--- src/hdl/mdisp_consts.svh ---
// Constants for the decode, interrupt steering and power gating block.
`ifndef MDISP_CONSTS_SVH
`define MDISP_CONSTS_SVH
`define MDISP_CLK_NS          4
`define MDISP_IRQ_PULSE_NS    40
`define MDISP_IRQ_PULSE_CYC   ((`MDISP_IRQ_PULSE_NS + `MDISP_CLK_NS - 1) / `MDISP_CLK_NS)
`define MDISP_IDE_SKIP_A      10'h377
`define MDISP_IDE_SKIP_B      10'h3F7
`define MDISP_IDE_ALT_OFS     10'h006
`define MDISP_FLOPPY_SKIP_OFS 3'h6
`define MDISP_FLOPPY_DEF      10'h3F0
`define MDISP_IDE1_DEF        10'h1F0
`define MDISP_IDE2_DEF        10'h3F0
`define MDISP_SER1_DEF        10'h3F8
`define MDISP_SER2_DEF        10'h2F8
`define MDISP_PAR_DEF         10'h378
`define MDISP_AUX_OFF         2'h0
`define MDISP_AUX_1B          2'h1
`define MDISP_AUX_8B          2'h2
`define MDISP_AUX_16B         2'h3
`define MDISP_LINE_NONE       4'h0
`define MDISP_LINE_MAX        4'h8
`define MDISP_LINE_COUNT      8
`endif

--- src/hdl/mdisp_pkg.sv ---
// Types shared by the decode, steering and power gating block.
package mdisp_pkg;
  // Shared interrupt pulse states, Gray coded along idle, low, hold.
  typedef enum logic [1:0] {
    MDISP_P_IDLE = 2'h0,
    MDISP_P_LOW  = 2'h1,
    MDISP_P_HOLD = 2'h3
  } mdisp_pulse_st_t;
  // Targets of a base address configuration write.
  typedef enum logic [2:0] {
    MDISP_T_FLOPPY = 3'h0,
    MDISP_T_IDE1   = 3'h1,
    MDISP_T_IDE2   = 3'h2,
    MDISP_T_SER1   = 3'h3,
    MDISP_T_SER2   = 3'h4,
    MDISP_T_PAR    = 3'h5
  } mdisp_target_t;
  // State of one shared interrupt pulser.
  typedef struct packed {
    mdisp_pulse_st_t st;
    logic [3:0]      cnt;
    logic            trigPrev;
  } mdisp_pulse_state_t;
  // State of the top module.
  typedef struct packed {
    logic [15:0]     addrMeta;
    logic [15:0]     addrSync;
    logic            aenMeta;
    logic            aenSync;
    logic            drvMeta;
    logic            drvSync;
    logic            extMeta;
    logic            extSync;
    logic            pwrMeta;
    logic            pwrSync;
    logic            ringMeta;
    logic            ringSync;
    logic [5:0][9:0] base;
    logic [5:0]      devEnable;
    logic            auxN;
    logic            auxOe;
    logic            gameN;
    logic            ideCs0N;
    logic            ideCs1N;
    logic            pinOe;
    logic            floppySel;
    logic            ser1Sel;
    logic            ser2Sel;
    logic            parSel;
    logic [7:0]      irqOut;
    logic [7:0]      irqOe;
    logic            ringOut;
    logic            drvStatus;
  } mdisp_state_t;
endpackage : mdisp_pkg

--- src/hdl/mdisp_top.sv ---
// Address decode, interrupt steering and power gating glue.
`timescale 1ns/100ps
`include "mdisp_consts.svh"
module mdisp_top (
  // Clock and reset.
  input  wire logic                    clk,
  input  wire logic                    rst,
  // Host bus pins.
  input  wire logic [15:0]             hostAddr,
  input  wire logic                    aen,
  // Peripheral pins.
  input  wire logic                    secondDrivePresentN,
  input  wire logic                    externalInterruptInput,
  input  wire logic                    powerValid,
  input  wire logic                    ringIndicate,
  // Sources and modes from neighbouring logic.
  input  wire logic                    serialIrq,
  input  wire logic                    parallelIrq,
  input  wire logic                    eppEcpMode,
  input  wire logic                    altStatusMode,
  // Configuration settings.
  input  wire logic [9:0]              gamePortBaseCfg,
  input  wire logic [1:0]              auxDecodeCtrlCfg,
  input  wire logic [7:0]              auxDecodeAddrLowCfg,
  input  wire logic [7:0]              auxDecodeAddrHighCfg,
  input  wire logic [3:0]              extIrqLineCfg,
  input  wire logic [3:0]              serialIrqLineCfg,
  input  wire logic [3:0]              parallelIrqLineCfg,
  // Base address write port.
  input  wire logic                    cfgWrite,
  input  wire mdisp_pkg::mdisp_target_t cfgTarget,
  input  wire logic [9:0]              cfgBase,
  input  wire logic                    cfgEnable,
  // Select pins.
  output logic                         auxBlockDecodeN,
  output logic                         auxDecodeOe,
  output logic                         gamePortSelectN,
  output logic                         ideCs0N,
  output logic                         ideCs1N,
  output logic                         pinOe,
  // Selects towards the device blocks.
  output logic                         floppySelect,
  output logic                         serial1Select,
  output logic                         serial2Select,
  output logic                         parallelSelect,
  // Interrupt lines.
  output logic [7:0]                   interruptOutLines,
  output logic [7:0]                   interruptOutOe,
  // Status towards the serial and floppy blocks.
  output logic                         ringIndicateOut,
  output logic                         floppyStatusADrive2
);
  import mdisp_pkg::*;

  mdisp_state_t s;
  mdisp_state_t n;
  logic [7:0]   extMask;
  logic [7:0]   serMask;
  logic [7:0]   parMask;
  logic [7:0]   sharedMask;
  logic [7:0]   selMask;
  logic [7:0]   lineLvl;
  logic [7:0]   pulseLow;
  logic         act;
  logic         gameHit;
  logic         auxHit;
  logic         ideSkip;
  logic [15:0]  auxBase;

  // Turns a line number 1 to 8 into a one-hot mask; 0 selects no line.
  function automatic logic [7:0] lineMask(input logic [3:0] sel);
    if (sel == `MDISP_LINE_NONE || sel > `MDISP_LINE_MAX) begin
      return 8'h00;
    end
    return 8'(8'h01 << (sel - 4'h1));
  endfunction

  // True when an address lies in the eight byte block at a base.
  function automatic logic hit8(input logic [9:0] a, input logic [9:0] b);
    return a[9:3] == b[9:3];
  endfunction

  // Line selection masks; a shared line is never driven as a level.
  assign extMask    = lineMask(extIrqLineCfg);
  assign serMask    = lineMask(serialIrqLineCfg);
  assign parMask    = lineMask(parallelIrqLineCfg);
  assign sharedMask = eppEcpMode ? parMask : 8'h00;
  assign selMask    = extMask | serMask | parMask;
  assign lineLvl    = (extMask & {8{s.extSync}}) |
                      (serMask & {8{serialIrq}}) |
                      (parMask & ~sharedMask & {8{parallelIrq}});

  // One pulser per interrupt line for the shared parallel interrupt.
  genvar gi;
  generate
    for (gi = 0; gi < `MDISP_LINE_COUNT; gi++) begin : g_line
      mdisp_pulse u_pulse (
        .clk      (clk),
        .rst      (rst),
        .enable   (sharedMask[gi] & s.pwrSync),
        .trigger  (parallelIrq),
        .pulseLow (pulseLow[gi])
      );
    end
  endgenerate

  // Address hits, qualified by AEN low and by valid power.
  assign act     = s.pwrSync & !s.aenSync;
  assign gameHit = act && (s.addrSync[9:0] == gamePortBaseCfg);
  assign auxBase = {auxDecodeAddrHighCfg, auxDecodeAddrLowCfg};
  assign ideSkip = (s.addrSync[9:0] == `MDISP_IDE_SKIP_A) ||
                   (s.addrSync[9:0] == `MDISP_IDE_SKIP_B);

  // Auxiliary block size chooses how many low address bits are ignored.
  always_comb begin
    auxHit = 1'h0;
    if (auxDecodeCtrlCfg == `MDISP_AUX_1B) begin
      auxHit = act && (s.addrSync == auxBase);
    end else if (auxDecodeCtrlCfg == `MDISP_AUX_8B) begin
      auxHit = act && (s.addrSync[15:3] == auxBase[15:3]);
    end else if (auxDecodeCtrlCfg == `MDISP_AUX_16B) begin
      auxHit = act && (s.addrSync[15:4] == auxBase[15:4]);
    end
  end

  // Next state: synchronisers, base registers, selects and line drivers.
  always_comb begin
    n = s;
    // Pins pass two flops; while power is invalid the bus, drive and interrupt inputs are frozen, ring indicate still passes.
    n.addrMeta = hostAddr;
    n.aenMeta  = aen;
    n.drvMeta  = secondDrivePresentN;
    n.extMeta  = externalInterruptInput;
    n.pwrMeta  = powerValid;
    n.ringMeta = ringIndicate;
    n.pwrSync  = s.pwrMeta;
    n.ringSync = s.ringMeta;
    if (s.pwrSync) begin
      n.addrSync = s.addrMeta;
      n.aenSync  = s.aenMeta;
      n.drvSync  = s.drvMeta;
      n.extSync  = s.extMeta;
    end
    // Base writes are taken only with valid power; besides these, only reset changes them.
    if (cfgWrite && s.pwrSync && cfgTarget <= MDISP_T_PAR) begin
      n.base[cfgTarget]      = cfgBase;
      n.devEnable[cfgTarget] = cfgEnable;
    end
    // Selects; each device block answers only once enabled.
    n.gameN     = !gameHit;
    n.auxN      = !auxHit;
    n.auxOe     = auxHit;
    n.pinOe     = s.pwrSync;
    n.ideCs0N   = !(act && s.devEnable[MDISP_T_IDE1] && !ideSkip &&
                    hit8(s.addrSync[9:0], s.base[MDISP_T_IDE1]));
    n.ideCs1N   = !(act && s.devEnable[MDISP_T_IDE2] && !ideSkip &&
                    s.addrSync[9:0] ==
                    10'(s.base[MDISP_T_IDE2] + `MDISP_IDE_ALT_OFS));
    n.floppySel = act && s.devEnable[MDISP_T_FLOPPY] &&
                  hit8(s.addrSync[9:0], s.base[MDISP_T_FLOPPY]) &&
                  s.addrSync[2:0] != `MDISP_FLOPPY_SKIP_OFS;
    n.ser1Sel   = act && s.devEnable[MDISP_T_SER1] &&
                  hit8(s.addrSync[9:0], s.base[MDISP_T_SER1]);
    n.ser2Sel   = act && s.devEnable[MDISP_T_SER2] &&
                  hit8(s.addrSync[9:0], s.base[MDISP_T_SER2]);
    n.parSel    = act && s.devEnable[MDISP_T_PAR] &&
                  hit8(s.addrSync[9:0], s.base[MDISP_T_PAR]) &&
                  (!s.addrSync[2] || eppEcpMode);
    // Lines: level drive, pulsed shared drive, serial line kept alive.
    n.irqOut = lineLvl & ~sharedMask;
    n.irqOe  = (sharedMask & pulseLow & {8{s.pwrSync}}) |
               (selMask & ~sharedMask & ({8{s.pwrSync}} | serMask));
    n.ringOut = s.ringSync;
    n.drvStatus = altStatusMode ? s.drvSync : 1'h0;
    // Synchronous reset: blocks disabled, selects idle, pins released.
    if (rst) begin
      n = '0;
      n.base[MDISP_T_FLOPPY] = `MDISP_FLOPPY_DEF;
      n.base[MDISP_T_IDE1]   = `MDISP_IDE1_DEF;
      n.base[MDISP_T_IDE2]   = `MDISP_IDE2_DEF;
      n.base[MDISP_T_SER1]   = `MDISP_SER1_DEF;
      n.base[MDISP_T_SER2]   = `MDISP_SER2_DEF;
      n.base[MDISP_T_PAR]    = `MDISP_PAR_DEF;
      n.auxN    = 1'h1;
      n.gameN   = 1'h1;
      n.ideCs0N = 1'h1;
      n.ideCs1N = 1'h1;
      n.aenSync = 1'h1;
      n.aenMeta = 1'h1;
    end
  end

  // State register.
  always_ff @(posedge clk) begin
    s <= n;
  end

  // Outputs straight from the state flops.
  assign auxBlockDecodeN     = s.auxN;
  assign auxDecodeOe         = s.auxOe;
  assign gamePortSelectN     = s.gameN;
  assign ideCs0N             = s.ideCs0N;
  assign ideCs1N             = s.ideCs1N;
  assign pinOe               = s.pinOe;
  assign floppySelect        = s.floppySel;
  assign serial1Select       = s.ser1Sel;
  assign serial2Select       = s.ser2Sel;
  assign parallelSelect      = s.parSel;
  assign interruptOutLines   = s.irqOut;
  assign interruptOutOe      = s.irqOe;
  assign ringIndicateOut     = s.ringOut;
  assign floppyStatusADrive2 = s.drvStatus;

  drive_status_a: assert property (@(posedge clk) disable iff (rst)
    altStatusMode |=> s.drvStatus == $past(s.drvSync))
    else $error("Second drive status not reflected.");
  aux_decode_a: assert property (@(posedge clk) disable iff (rst)
    auxHit |=> !s.auxN && s.auxOe)
    else $error("Auxiliary decode missed its block.");
  aux_idle_a: assert property (@(posedge clk) disable iff (rst)
    !auxHit |=> s.auxN && !s.auxOe)
    else $error("Auxiliary decode fired outside its block.");
  ext_route_a: assert property (@(posedge clk) disable iff (rst)
    s.extSync && s.pwrSync && !eppEcpMode |=>
    (s.irqOut & s.irqOe & $past(extMask)) == $past(extMask))
    else $error("External interrupt not on its selected line.");
  power_hiz_a: assert property (@(posedge clk) disable iff (rst)
    !s.pwrSync |=> !s.pinOe && !s.auxOe &&
    (s.irqOe & ~$past(serMask)) == 8'h00)
    else $error("Output driven while power is invalid.");
  power_retain_a: assert property (@(posedge clk) disable iff (rst)
    !s.pwrSync |=> $stable(s.base) && $stable(s.devEnable))
    else $error("Register changed while power is invalid.");
  game_hit_a: assert property (@(posedge clk) disable iff (rst)
    gameHit |=> !s.gameN)
    else $error("Game port select missed a match.");
  game_miss_a: assert property (@(posedge clk) disable iff (rst)
    !gameHit |=> s.gameN)
    else $error("Game port select fired without a match.");
  ide_skip_a: assert property (@(posedge clk) disable iff (rst)
    ideSkip |=> s.ideCs0N && s.ideCs1N)
    else $error("IDE select on an excluded address.");
  serial_alive_a: assert property (@(posedge clk) disable iff (rst)
    serialIrq && !eppEcpMode |=>
    (s.irqOut & s.irqOe & $past(serMask)) == $past(serMask))
    else $error("Serial interrupt line not driven.");
  relocate_a: assert property (@(posedge clk) disable iff (rst)
    cfgWrite && s.pwrSync && cfgTarget == MDISP_T_FLOPPY |=>
    s.base[MDISP_T_FLOPPY] == $past(cfgBase))
    else $error("Floppy base not relocated.");
  unused_line_a: assert property (@(posedge clk) disable iff (rst)
    1'h1 |=> (s.irqOe & ~$past(selMask)) == 8'h00)
    else $error("Unselected interrupt line driven.");
endmodule // mdisp_top

--- src/hdl/mdisp_pulse.sv ---
// Shared interrupt pulser: one low pulse per rising source edge.
`timescale 1ns/100ps
`include "mdisp_consts.svh"
module mdisp_pulse (
  // Clock and reset.
  input  wire logic clk,
  input  wire logic rst,
  // Source and mode.
  input  wire logic enable,
  input  wire logic trigger,
  // Pulse towards the line driver.
  output logic      pulseLow
);
  import mdisp_pkg::*;

  mdisp_pulse_state_t s;
  mdisp_pulse_state_t n;

  // A rising source edge starts a fixed low pulse, then waits for release.
  always_comb begin
    n = s;
    n.trigPrev = trigger;
    case (s.st)
      MDISP_P_IDLE: begin
        if (enable && trigger && !s.trigPrev) begin
          n.st = MDISP_P_LOW;
          n.cnt = 4'h1;
        end
      end
      MDISP_P_LOW: begin
        if (s.cnt == 4'(`MDISP_IRQ_PULSE_CYC)) begin
          n.st = MDISP_P_HOLD;
        end else begin
          n.cnt = s.cnt + 4'h1;
        end
      end
      MDISP_P_HOLD: begin
        if (!trigger) begin
          n.st = MDISP_P_IDLE;
        end
      end
      default: n.st = MDISP_P_IDLE;
    endcase
    if (!enable || rst) begin
      n.st = MDISP_P_IDLE;
      n.cnt = 4'h0;
    end
  end

  // State register.
  always_ff @(posedge clk) begin
    s <= n;
  end

  assign pulseLow = (s.st == MDISP_P_LOW);

  pulse_len_a: assert property (@(posedge clk)
    disable iff (rst || !enable)
    $rose(pulseLow) |-> pulseLow[*8] ##1 pulseLow ##1 pulseLow ##1 !pulseLow)
    else $error("Shared interrupt pulse length is wrong.");
endmodule // mdisp_pulse

--- config.mk ---
export PLATFORM = sky130hd
export DESIGN_NAME = mdisp_top
export DESIGN_NICKNAME = d
export VERILOG_FILES = /design/src/hdl/mdisp_pkg.sv /design/src/hdl/mdisp_top.sv /design/src/hdl/mdisp_pulse.sv
export VERILOG_INCLUDE_DIRS = /design/src /design/src/hdl
export SDC_FILE = /design/constraint.sdc
export NUM_CORES = 1
export LEC_CHECK = 0
export ABC_AREA = 1
export BUFFER_PORTS_ARGS = -buffer_cell sky130_fd_sc_hd__buf_2
export CORE_MARGIN = 1
export CORE_UTILIZATION = 50
export DETAILED_ROUTE_END_ITERATION = 16
export PLACE_DENSITY = 0.75
export SETUP_SLACK_MARGIN = 0.3
export SYNTH_ARGS = -nofsm -noshare
export SYNTH_HDL_FRONTEND = slang
export SYNTH_SLANG_ARGS = --single-unit
--- constraint.sdc ---
create_clock -name clk -period 1.5 [get_ports clk]
set_input_delay 0.15 -clock clk [delete_from_list [all_inputs] [get_ports clk]]
set_output_delay 0.15 -clock clk [all_outputs]
set_load 0.01 [all_outputs]
== Yosys cells after proc, flatten, opt, wreduce, memory -nomap -nowiden ==
Cells that the tools add are included.
Widths: inputs -> output; s select.
Word-level totals
  register bits after elaboration: 185
  output and inout bits: 28
Cells by class
  shifts and indexed selects: 3
  reductions and logical operators: 104
  equal/unequal tests: 72
  bitwise logic cells: 26
  order comparisons: 6
  mux-type cells: 60
  add/subtract/negate cells: 12
Operator list (number)
  $and 8x8->8: 9
  $pmux 4 s2: 8
  $bwmux 60: 1
  $mux 8: 7
  $mux 6: 8
  $ne 2x2->1 const B: 24
  $or 8x8->8: 6
  $pmux 2 s3: 8
  $reduce_and 3->1: 16
  $logic_and 1x1->1: 39
  $eq 7x7->1: 5
  $add 4x1->4 const B: 8
  $eq 4x4->1 const B: 8
  $mux 4: 8
  $demux 10 s3: 1
  $shl 1x4->8 const A: 3
  $eq 10x10->1: 2
  $eq 10x10->1 const B: 2
  $eq 2x2->1 const B: 10
  $eq 2x1->1 const B: 9
  $mux 2: 9
  $eq 16x16->1: 1
  $logic_not 1->1: 16
  $logic_not 2->1: 8
  other kinds (21): 67

== Logic depth before layout (Yosys ltp) ==
Gate-level depths: netlist of run 1.
  word-level depth: 10
  gate-level depth with buffers: 12
  depth with buffers taken out: 12

== Cells and area by module ==
From an unflattened synthesis of run 1, not the netlist that was laid out.
Unflattened totals
  cells, all modules: 1263
  area total of the unflattened synthesis: 8918.6 um2
Modules (own cells, without submodules)
  mdisp_top: cells each 831, area an instance 5825.6 um2, instances 1
  mdisp_pulse: cells each 54, area an instance 386.6 um2, instances 8

== Worst setup path after synthesis of run 1 ==
OpenSTA, ideal clock, no wires.
  path kind: register to register
  from: register s[55] (netlist bit)
  to: register s, in the netlist ideCs1N
  path buffers: 0
  setup slack: 0.172 ns
  stages on the path, launching flop included: 13
  arrival: 1.208 ns
  data required time: 1.379 ns
  period minus slack after synthesis: 1.328 ns
  cells stage by stage: dfxtp_1 -> inv_1 -> ha_1 -> inv_1 -> nand2_1 -> inv_1 -> nand2_1 -> nand2_1 -> nand2_1 -> nand2_1 -> nand2_1 -> nor2_1 -> nand3_1
On the way
  word-level cells in the longest chain between the ends: 4
RTL lines
  from (decl): line mdisp_top.sv:55  | mdisp_state_t s;
  from (signal assigned): line mdisp_top.sv:195  | s <= n;
  $add 10x3->10 (no line)
  $eq 10x10->1: line mdisp_top.sv:157  | s.addrSync[9:0] ==
  $logic_and 1x1->1: line mdisp_top.sv:156  | n.ideCs1N = !(act && s.devEnable[MDISP_T_IDE2] && !ideSkip &&
  $logic_not 1->1: line mdisp_top.sv:156
No other way between the ends.
A chain may end at the register's enable or synchronous reset.

== Final worst setup path of run 1 ==
  from: register s[96] (netlist bit)
  to: register s[39] (netlist bit)
On the way
  word-level cells in the longest chain between the ends: 2
RTL lines
  $logic_and 1x1->1 (2 in series): line mdisp_top.sv:145  | if (cfgWrite && s.pwrSync && cfgTarget <= MDISP_T_PAR) begin
No other way between the ends.

==> run_results.csv, run 1 <==
group,metric,value,unit
outcome,status,"complete, no violations",
cells_and_area,fill_cells,1153,
place,routabilityCongestion,0.915,
sta,slew_viol_final,0,
synth,synth_edf_count,0,
sta,fin_crit,1420,ps
global_routing,grt_pass1_wl,36.2,mm
setup_path,cpMostUsedCell,"nand2_4",
setup_path,cpMaxStageDelayCell,"dfxtp_4",
setup_path,cp.required,1860,ps
synth,ys_types,44,
global_routing,use_met2,46.3,%
sta,setup_violations,0,
clocking,htree_levels,4,
global_routing,grtUsageMet1,30.9,%
synth,synth_mux_area_share,0,%
setup_path,cp-end-kind,"flip-flop",
sta,finalCritPeriodShare,94.9,%
place,dp_hpwl,15.1,mm
setup_path,critPathMaxFanout,6,
setup_path,reg2reg_slack,80,ps
floorplan,start_util,51.0,%
synth,syn_nets,1245,
clocking,clk_pin_slew,70,ps
synth,synthTopCellsByArea,"dfxtp_1 41%, inv_1 8.0%, nand2_1 7.6%, nand3_1 5.9%, nor2_1 5.9%",
synth,syn-instance-count,1146,
synth,yosysTopAreaCell,"dfxtp_1",
detailed_routing,drt_iter0_markers,661,
setup_path,crit_end,"s[39]",
flow_run,max_cap_viol_count,0,
global_routing,grt_pass1_vias,7523,
synth,synth_top_area_share,40.5,%
floorplan,coreArea,0.0165,sq mm
synth,ys.flop_type,"dfxtp_1",
floorplan,core.rowCount,47,
detailed_routing,wl_per_cell,16.6,microns
pwr,peakVddDrop,0.000833,V
place,io_buffers,109,
synth,synth-compound-area-share,12.8,%
detailed_routing,drc_errors,0,
detailed_routing,routed_via_density,5.48,
sta,max_freq,703,MHz
sta,max_slew.worst_pin.slew,479,ps
synth,yosys_warnings,0,
cells_and_area,diodes,0,
worst_hold_path,hold_path.class,"in -> reg",
setup_path,reg2reg_to,"s[39]",
synth,ys_seq_area_share,40.5,%
clocking,clkSinkCount,170,
sta,final_hold_viol_count,0,
global_routing,top_usage_layer,"met2",
sta,slew_headroom,68.1,%
cells_and_area,area_delta_synth_final,38.1,%
detailed_routing,drt-total-wl,26.0,mm
setup_path,crit_type,"reg -> reg",
clocking,cts_root_buf,"clkbuf_16",
cells_and_area,drive_gt1_share,34.9,%
clocking,clockBufferDepth,2,
setup_path,cp_slowest_stage_delay,440,ps
worst_hold_path,holdPathStages,4,
sta,worst_slack,76.7,ps
global_routing,met3_usage,5.36,%
sta,fin_tns_setup,0,ps
clocking,cts_tree,"done",
clocking,cts_buffers,17,
place,dpl_worst_slack,57.1,ps
cells_and_area,fin_nets,1437,
global_routing,grtUsageTotal,26.1,%
setup_path,worst_setup_path_start_kind,"flip-flop",
detailed_routing,dr_total_vias,8607,
clocking,clk_latency,440,ps
global_routing,grt_max_degree,73,
pwr,leakage,5.17,nW
synth,synth_fa_ha_area_share,2.53,%
synth,synth-simple-area-share,27.4,%
sta,rsz0062_at_grt,"yes",
setup_path,r2r_cells,7,
synth,synth_xor_area_share,4.85,%
floorplan,die_y,132,microns
synth,synth_area,0.00840,sq mm
global_routing,grt.overflow.total,0,
floorplan,fp.dieW,132,microns
synth,synthArstFlopShare,0,%
setup_path,worst_ep_arrival_time,1780,ps
synth,synth_top_family_by_area,"simple AND/OR/NAND/NOR gates",
sta,clock_skew,8.38,ps
global_routing,antenna_found_initial,0,
setup_path,startpoint,"s[96]",
detailed_routing,dr.pass1.iters,6,
detailed_routing,ant_nets,0,
synth,ys_seq_elements,170,
floorplan,dieArea,0.0173,sq mm
pwr,power.density,892,mW/mm^2
setup_path,path_cells,"nand2_4 > a21oi_4 > nand2_4 > nor2_4 > buf_6 > a21oi_2 > o21ai_1",
floorplan,boundaryPins,110,
setup_path,reg2reg_from,"s[96]",
synth,syn_area_per_cell,7.33,sq um
kinds of logic after synthesis:
| family | count (synthesis) |
|---|---|
| xor+xnor | 45 |
| fa+ha+maj | 17 |
| simple gates | 491 |
| compound gates | 188 |
| buf+inv | 235 |
| flops | 170 |
worst min path at each step:
stage,end,start,slack (ps)
2_1_floorplan,g_line[7].u_pulse.s[0],parallelIrq,180
6_report,auxBlockDecodeN,auxDecodeCtrlCfg[1],20
4_1_cts,auxBlockDecodeN,auxDecodeCtrlCfg[1],20
3_5_place_dp,s[135],hostAddr[15],360
5_1_grt,g_line[7].u_pulse.s[0],parallelIrq,20
3_3_place_gp,s[131],hostAddr[11],350
per-layer routing:
layer,share of wire (%),up-vias
met5,0,-
met4,4.1,0
met3,7.0,96
met2,51,410
met1,38,4009
li1,-,4092
metrics by stage:
| step | util [%] | area (sq um) | std cells | hold WS (ps) | total power [mW] |
|---|---|---|---|---|---|
| floorplan | - | 8480 | 1146 | 178 | 5.12 |
| global placement | 56.2 | 9260 | 1459 | 354 | 5.43 |
| detailed placement | 56.2 | 9260 | 1459 | 363 | 5.44 |
| CTS | 63.6 | 10500 | 1529 | 19.0 | 10.2 |
| global route | 70.4 | 11600 | 1571 | 19.2 | 10.7 |
| finish | 70.4 | 11600 | 1571 | 19.1 | 10.4 |
cell usage after synthesis (4+ instances only):
library cell and instances:
a21oi_1 69, a31oi_1 7, buf_1 4, buf_2 9
buf_4 20, clkbuf_1 10, dfxtp_1 170, ha_1 17
inv_1 179, inv_2 8, nand2_1 169, nand2_2 6
nand3_1 99, nand4_1 27, nor2_1 131, nor2_2 8
nor2_4 9, nor3_1 16, o211ai_1 13, o21ai_0 54
o21ai_1 8, o221ai_1 8, o22ai_1 18, or2_2 12
xnor2_1 18, xor2_1 26
what timing repair did:
action	in CTS	in global routing
resized for setup	84	222
endpoints found under the setup margin	115	117
hold buffers	24	0
hold endpoints to repair	24	0
pin swaps	20	57
gates cloned	1	4
setup buffers	13	38
where the power goes:
part / internal [mW] / switching (mW)
Combinational: 0.394 / 0.558
Clock: 2.83 / 1.92
Sequential: 4.59 / 0.0612
layout by cell type (no fill, tap or decap), types with 6 or more instances in the layout:
cell type / netlist / final
nor2_1: 131 / 117
dfxtp_2: 0 / 19
dfxtp_1: 170 / 146
o221ai_1: 8 / 8
o211ai_1: 13 / 13
o21ai_0: 54 / 19
nand3_2: 3 / 15
buf_4: 20 / 48
clkbuf_16: 0 / 20
a31oi_1: 7 / 6
inv_1: 179 / 159
nand2_4: 3 / 20
nand3_1: 99 / 78
dlygate4sd3_1: 0 / 24
nand2_1: 169 / 130
xor2_1: 26 / 26
a21oi_2: 0 / 28
nand3_4: 0 / 9
o22ai_1: 18 / 13
ha_2: 0 / 7
or2_2: 12 / 7
buf_6: 3 / 29
nand2_2: 6 / 25
buf_2: 9 / 109
inv_2: 8 / 20
a21oi_1: 69 / 39
nor3_1: 16 / 13
o21ai_1: 8 / 27
xnor2_1: 18 / 18
o21ai_2: 3 / 18
nor2_2: 8 / 12
ha_1: 17 / 8
nand4_1: 27 / 27
nor2_4: 9 / 19
cell type report:
cell class | count | area (sq um) | area share (%)
Multi-Input combinational cell | 741 | 4840 | 41.7
Clock inverter | 12 | 159 | 1.37
Timing Repair Buffer | 219 | 1650 | 14.2
Inverter | 189 | 756 | 6.51
Tap cell | 220 | 275 | 2.37
Sequential cell | 170 | 3450 | 29.7
Clock buffer | 20 | 478 | 4.12
critical path: cells and delay by family, from the launching register on:
kind	cells	cell delay [ps]
buffers and inverters	1	160
and+or+nand+nor	3	370
AOI/OAI and AO/OA	3	370
DFF	1	440
registers in the layout, indices dropped and copies added, names as in the netlist:
name,flops
ideCs0N,1
serial2Select,1
interruptOutLines,8
auxDecodeOe,1
serial1Select,1
auxBlockDecodeN,1
gamePortSelectN,1
floppyStatusADrive2,1
s,93
interruptOutOe,8
ideCs1N,1
ringIndicateOut,1
g_line.u_pulse.s,49
pinOe,1
parallelSelect,1
floppySelect,1
Note: power is estimated with default switching activity, not from simulation.
==> run 2, diff against run 1 <==
==> constraint.sdc (replaced) <==
create_clock -name clk -period 1.6 [get_ports clk]
set_input_delay 0.16 -clock clk [delete_from_list [all_inputs] [get_ports clk]]
set_output_delay 0.16 -clock clk [all_outputs]
set_load 0.01 [all_outputs]
==> run_results.csv, run 2 (synthesized netlist as in run 1, its figures left out) <==
group,metric,value,unit
global_routing,grt_pass1_wl,35.3,mm
setup_path,worst_ep_arrival_time,1730,ps
detailed_routing,routed_via_density,5.31,
pwr,internal-power,7.07,mW
floorplan,dieArea,0.0173,sq mm
setup_path,cp_top_family,"simple AND/OR/NAND/NOR gates",
setup_path,reg2reg_slack,240,ps
floorplan,die_y,132,microns
cells_and_area,seq_area,0.00343,sq mm
detailed_routing,drt-total-wl,23.1,mm
setup_path,cp.required,1970,ps
sta,final_hold_viol_count,0,
cells_and_area,area_delta_synth_final,27.2,%
detailed_routing,dr.pass1.iters,6,
cells_and_area,final_cell_mix,"166 x inv_1, 155 x dfxtp_1, 144 x nand2_1",
floorplan,core.rowCount,47,
cells_and_area,drive_gt1_share,27.5,%
floorplan,boundaryPins,110,
pwr,leakage,4.88,nW
setup_path,reg2reg_from,"s[96]",
setup_path,cp-end-kind,"flip-flop",
flow_run,max_cap_viol_count,0,
floorplan,start_util,51.0,%
sta,fin_crit,1360,ps
worst_hold_path,hold_path.class,"in -> reg",
sta,slew_headroom,68.2,%
setup_path,path_buf_inv,1,
setup_path,startpoint,"s[96]",
place,place_area,0.00914,sq mm
place,io_buffers,109,
worst_hold_path,min_from,"parallelIrq",
clocking,clkSinkCount,170,
global_routing,antenna_found_initial,1,
setup_path,critPathMaxFanout,6,
cells_and_area,fill_cells,1367,
detailed_routing,ant_nets,0,
cells_and_area,layout_commonest_cell,"inv_1",
setup_path,cpMostUsedCell,"nand2_4",
setup_path,worst_setup_path_start_kind,"flip-flop",
detailed_routing,wl_per_cell,14.9,microns
cells_and_area,multiInputGateArea,0.00434,sq mm
setup_path,path_cells,"nand2_4 > a21oi_4 > nand2_4 > nor2_4 > buf_6 > o21ai_0 > nor2_1",
clocking,clockBufferDepth,2,
sta,finalCritPeriodShare,85.0,%
pwr,p_switching,2.27,mW
outcome,status,"complete, no violations",
cells_and_area,top_regs,"s (93), g_line.u_pulse.s (49)",
floorplan,fp.dieW,132,microns
global_routing,grt_max_degree,73,
sta,clock_skew,4.81,ps
global_routing,grtUsageTotal,25.6,%
setup_path,cpMaxStageDelayCell,"dfxtp_4",
setup_path,crit_end,"s[54]",
setup_path,reg2reg_to,"s[54]",
cells_and_area,largest_reg_flops,93,
global_routing,grt.overflow.total,0,
clocking,cts_tree,"done",
pwr,switching_share,24.3,%
setup_path,crit_type,"reg -> reg",
cells_and_area,design_area,0.0107,sq mm
pwr,power.density,873,mW/mm^2
sta,fin_tns_setup,0,ps
place,routabilityCongestion,0.911,
place,dp_hpwl,14.8,mm
setup_path,r2r_cells,7,
worst_hold_path,holdPathStages,2,
sta,setup_violations,0,
cells_and_area,fin_nets,1412,
pwr,peakVddDrop,0.000853,V
clocking,cts_root_buf,"clkbuf_16",
pwr,clkPwrFrac,45.4,%
cells_and_area,regMostFlops,"s",
detailed_routing,drc_errors,0,
clocking,htree_levels,4,
sta,slew_viol_final,0,
pwr,combPwrFrac,8.1,%
detailed_routing,dr_total_vias,8212,
clocking,cts_buffers,17,
pwr,sequentialPowerShare,46.6,%
setup_path,cp_slowest_stage_delay,400,ps
sta,max_slew.worst_pin.slew,476,ps
sta,rsz0062_at_grt,"yes",
detailed_routing,drt_iter0_markers,674,
setup_path,crit_cells,7,
global_routing,grt_pass1_vias,7490,
floorplan,coreArea,0.0165,sq mm
clocking,clk_latency,430,ps
sta,max_freq,736,MHz
clocking,clk_pin_slew,70,ps
-- run 2: routing by layer --
layer / share of wire, % / vias to the layer above / track usage (%) / wire, microns
met3: 5.8 / 76 / 5.40 / 1350
met1: 40 / 3813 / 30.0 / 9330
met2: 50 / 293 / 44.3 / 11500
met4: 3.8 / 0 / 11.9 / 889
li1: - / 4030 / - / -
met5: 0 / - / 0 / 0
-- run 2: worst min path at each step --
stage / to / slack (ps)
floorplan: g_line[7].u_pulse.s[0] / 190
global placement: s[103] / 350
detailed placement: s[103] / 350
CTS: g_line[7].u_pulse.s[0] / 10
global route: g_line[7].u_pulse.s[0] / 20
finish: g_line[7].u_pulse.s[0] / 20
-- run 2: what timing repair did --
| action | in CTS | in global routing |
|---|---|---|
| setup endpoints to repair | 95 | 89 |
| pin swaps | 10 | 26 |
| setup buffers | 16 | 18 |
| endpoints found under the hold margin | 25 | 0 |
| hold buffers | 25 | 0 |
| gates cloned | 0 | 3 |
| gates resized for setup | 35 | 126 |
-- run 2: cell type report --
cell class	count	share of cell area, %
multi-input cells	741	40.6
flip-flops and latches	170	32.1
repair buffers	194	12.3
inverters	189	6.84
clock buffers	18	4.01
well taps	220	2.57
clock inverters	14	1.60
diodes	1	0.0234
-- run 2: stage by stage --
stage	hold WS, ps	setup slack, ps	cells	total power, mW	utilization [%]
after CTS	13.6	238	1525	9.31	61.9
after floorplan	188	311	1146	4.80	-
final	19.9	241	1547	9.34	64.9
after global placement	348	137	1452	5.08	55.5
after detailed placement	347	90.3	1452	5.09	55.5
after global routing	15.6	164	1547	9.62	64.9
-- run 2: power groups by stage --
stage / logic, mW / registers, mW / clock network, mW
6_report: 0.753 / 4.35 / 4.23
5_1_grt: 0.818 / 4.35 / 4.46
4_1_cts: 0.705 / 4.35 / 4.26
3_5_place_dp: 0.647 / 4.44 / 0
3_3_place_gp: 0.641 / 4.44 / 0
2_1_floorplan: 0.376 / 4.42 / 0
==> run 3, diff against run 2 <==
--- a/config.mk
+++ b/config.mk
@@ -6,7 +6,7 @@
 export SDC_FILE = /design/constraint.sdc
 export NUM_CORES = 1
 export LEC_CHECK = 0
-export ABC_AREA = 1
+export ABC_AREA = 0
 export BUFFER_PORTS_ARGS = -buffer_cell sky130_fd_sc_hd__buf_2
 export CORE_MARGIN = 1
 export CORE_UTILIZATION = 50
==> constraint.sdc (replaced) <==
create_clock -name clk -period 1.3 [get_ports clk]
set_input_delay 0.13 -clock clk [delete_from_list [all_inputs] [get_ports clk]]
set_output_delay 0.13 -clock clk [all_outputs]
set_load 0.01 [all_outputs]
==> run_results.csv, run 3 <==
group,metric,value,unit
synth,ys_seq_area_share,42.0,%
clocking,clkSinkCount,170,
synth,synthTopCellsByArea,"dfxtp_1 42%, xor2_1 6.5%, nor2b_1 3.9%, mux2i_1 3.2%, nand2_1 3.1%",
synth,synthArstFlopShare,0,%
sta,clock_skew,10.5,ps
sta,worst_slack,-445,ps
synth,synth.most_common_cell,"dfxtp_1",
clocking,cts_buffers,17,
detailed_routing,drt-total-wl,27.6,mm
global_routing,grtUsageTotal,31.6,%
setup_path,cpMaxStageDelayCell,"or3_4",
clocking,clockBufferDepth,2,
detailed_routing,drc_errors,0,
detailed_routing,dr_total_vias,8044,
synth,ys.flop_type,"dfxtp_1",
setup_path,crit_type,"reg -> reg",
synth,syn_nets,987,
floorplan,coreArea,0.0158,sq mm
global_routing,antenna_found_initial,0,
place,dp_hpwl,15.5,mm
cells_and_area,diodes,0,
floorplan,die_y,129,microns
cells_and_area,regMostFlops,"s",
cells_and_area,top_regs,"s (93), g_line.u_pulse.s (49)",
pwr,power.density,906,mW/mm^2
global_routing,grt_max_degree,75,
setup_path,path_cells,"inv_4 > ha_4 > xnor3_1 > or3_4 > a2111oi_4 > o221ai_1",
worst_hold_path,holdPathStages,3,
clocking,clk_latency,440,ps
global_routing,grt.overflow.total,0,
sta,slew_headroom,68.0,%
global_routing,grt_pass1_wl,40.5,mm
place,io_buffers,109,
setup_path,worst_setup_path_start_kind,"flip-flop",
synth,yosysTopAreaCell,"dfxtp_1",
synth,synth_top_area_share,42.0,%
detailed_routing,routed_via_density,5.75,
sta,slew_viol_final,0,
pwr,peakVddDrop,0.000955,V
setup_path,r2r_cells,6,
clocking,cts_root_buf,"clkbuf_16",
synth,ys_types,68,
clocking,cts_tree,"done",
synth,synth_edf_count,0,
cells_and_area,layout_commonest_cell,"dfxtp_1",
sta,max_slew.worst_pin.slew,479,ps
flow_run,max_cap_viol_count,0,
synth,ys_seq_elements,170,
synth,syn-instance-count,888,
outcome,violations,"negative setup slack",
detailed_routing,ant_nets,0,
detailed_routing,dr.pass1.iters,5,
floorplan,boundaryPins,110,
sta,finalCritPeriodShare,134,%
setup_path,critPathMaxFanout,4,
worst_hold_path,hold_path.class,"in -> reg",
floorplan,dieArea,0.0167,sq mm
cells_and_area,largest_reg_flops,93,
synth,synthTopCellsByCount,"170 x dfxtp_1, 67 x nand2_1, 60 x xor2_1",
detailed_routing,wl_per_cell,19.7,microns
global_routing,grt_pass1_vias,7997,
cells_and_area,fin_nets,1269,
floorplan,start_util,51.1,%
cells_and_area,area_delta_synth_final,57.9,%
setup_path,worst_ep_arrival_time,2040,ps
floorplan,core.rowCount,46,
cells_and_area,final_cell_mix,"134 x dfxtp_1, 114 x buf_4, 94 x buf_2",
sta,setup_violations,121,
synth,synth_area,0.00810,sq mm
place,dpl_worst_slack,-447,ps
synth,syn_area_per_cell,9.12,sq um
sta,rsz0062_at_grt,"yes",
setup_path,cp.required,1600,ps
setup_path,cp-end-kind,"flip-flop",
sta,fin_hold_ws,31.5,ps
sta,final_hold_viol_count,0,
clocking,htree_levels,4,
outcome,status,"complete, but fails checks",
sta,fin_crit,1750,ps
clocking,clk_pin_slew,70,ps
detailed_routing,drt_iter0_markers,642,
synth,yosys_warnings,0,
floorplan,fp.dieW,129,microns
pwr,leakage,5.08,nW
sta,max_freq,573,MHz
place,routabilityCongestion,0.927,
cells_and_area,drive_gt1_share,49.5,%
setup_path,cp_slowest_stage_delay,360,ps
## run 3: cell count changes after synthesis, moves of 26 or more
| cell | previous run | this run |
|---|---|---|
| xor2_1 | 26 | 60 |
| nand2_1 | 169 | 67 |
| nor2_1 | 131 | 59 |
| a21oi_1 | 69 | 21 |
| o21ai_0 | 54 | 18 |
| inv_1 | 179 | 24 |
| nand3_1 | 99 | 24 |
| mux2i_1 | 0 | 26 |
| nor2b_1 | 0 | 51 |
## run 3: repair_timing
| item | 4_1_cts | 5_1_grt |
|---|---|---|
| hold buffers | 27 | 0 |
| gates resized for setup | 198 | 98 |
| pin swaps | 83 | 52 |
| setup endpoints to repair | 152 | 164 |
| endpoints found under the hold margin | 27 | 0 |
| buffers inserted | 23 | 22 |
| cloned | 6 | 0 |
## run 3: path summary, 6_finish.rpt
check | start | to | slack, ps
worst min-delay path | cfgBase[8] | s[72] | 30
worst max-delay path | s[55] | ideCs1N | -450
worst max register to register | s[55] | ideCs1N | -450
worst min register to register | s[103] | s[102] | 450
## run 3: per-layer routing
metal | vias to the layer above | part of all wire, % | track usage [%]
met5 | - | 0 | 0
met4 | 0 | 3.8 | 13.8
met3 | 86 | 6.7 | 6.85
met2 | 375 | 52 | 56.3
met1 | 3899 | 38 | 36.2
li1 | 3684 | - | -
## run 3: where the power goes
group	internal, mW	total (mW)	switching (mW)
logic	0.549	1.15	0.603
clock network	2.72	5.10	2.39
registers	5.28	5.33	0.0513
total	8.54	11.6	3.04
## run 3: worst max-delay path: cells and delay by family, from the launching register on
kind                     cells  cell delay, ps
AO/OA/AOI/OAI                2             510
flip-flops                   1             340
buffers and inverters        1              50
AND/OR/NAND/NOR              1             360
XOR/XNOR                     1             210
adder cells (fa/ha/maj)      1             140
## run 3: per-stage QoR
step                power (mW)  TNS [ps]  cells  utilization [%]  area, sq um
floorplan                 5.91     -2600    888                -         8830
global placement          6.27     -8810   1289             64.4        10200
detailed placement        6.28    -11360   1289             64.4        10200
CTS                       11.4     -6610   1377             76.5        12100
global route              11.9    -20870   1399             80.8        12800
finish                    11.6    -15900   1399             80.8        12800
## run 3: cell families (layout without fill, tap and decap cells)
kind of cell	Yosys count	after routing	synth area share, %
fa+ha+maj	17	17	2.63
buf+inv	90	380	5.26
compound gates	137	137	12.4
xor+xnor	88	88	9.69
mux	34	34	4.33
flops	170	170	42.0
simple gates	352	357	23.7
## run 3: cell type report
type                       instances  area (sq um)
multi-input combinational        633          5650
tap                              216           270
clock buffer                      17           425
fill                             873          3040
clock inverter                    15           153
sequential                       170          3460
timing repair buffer             324          2740
inverter                          24          92.6
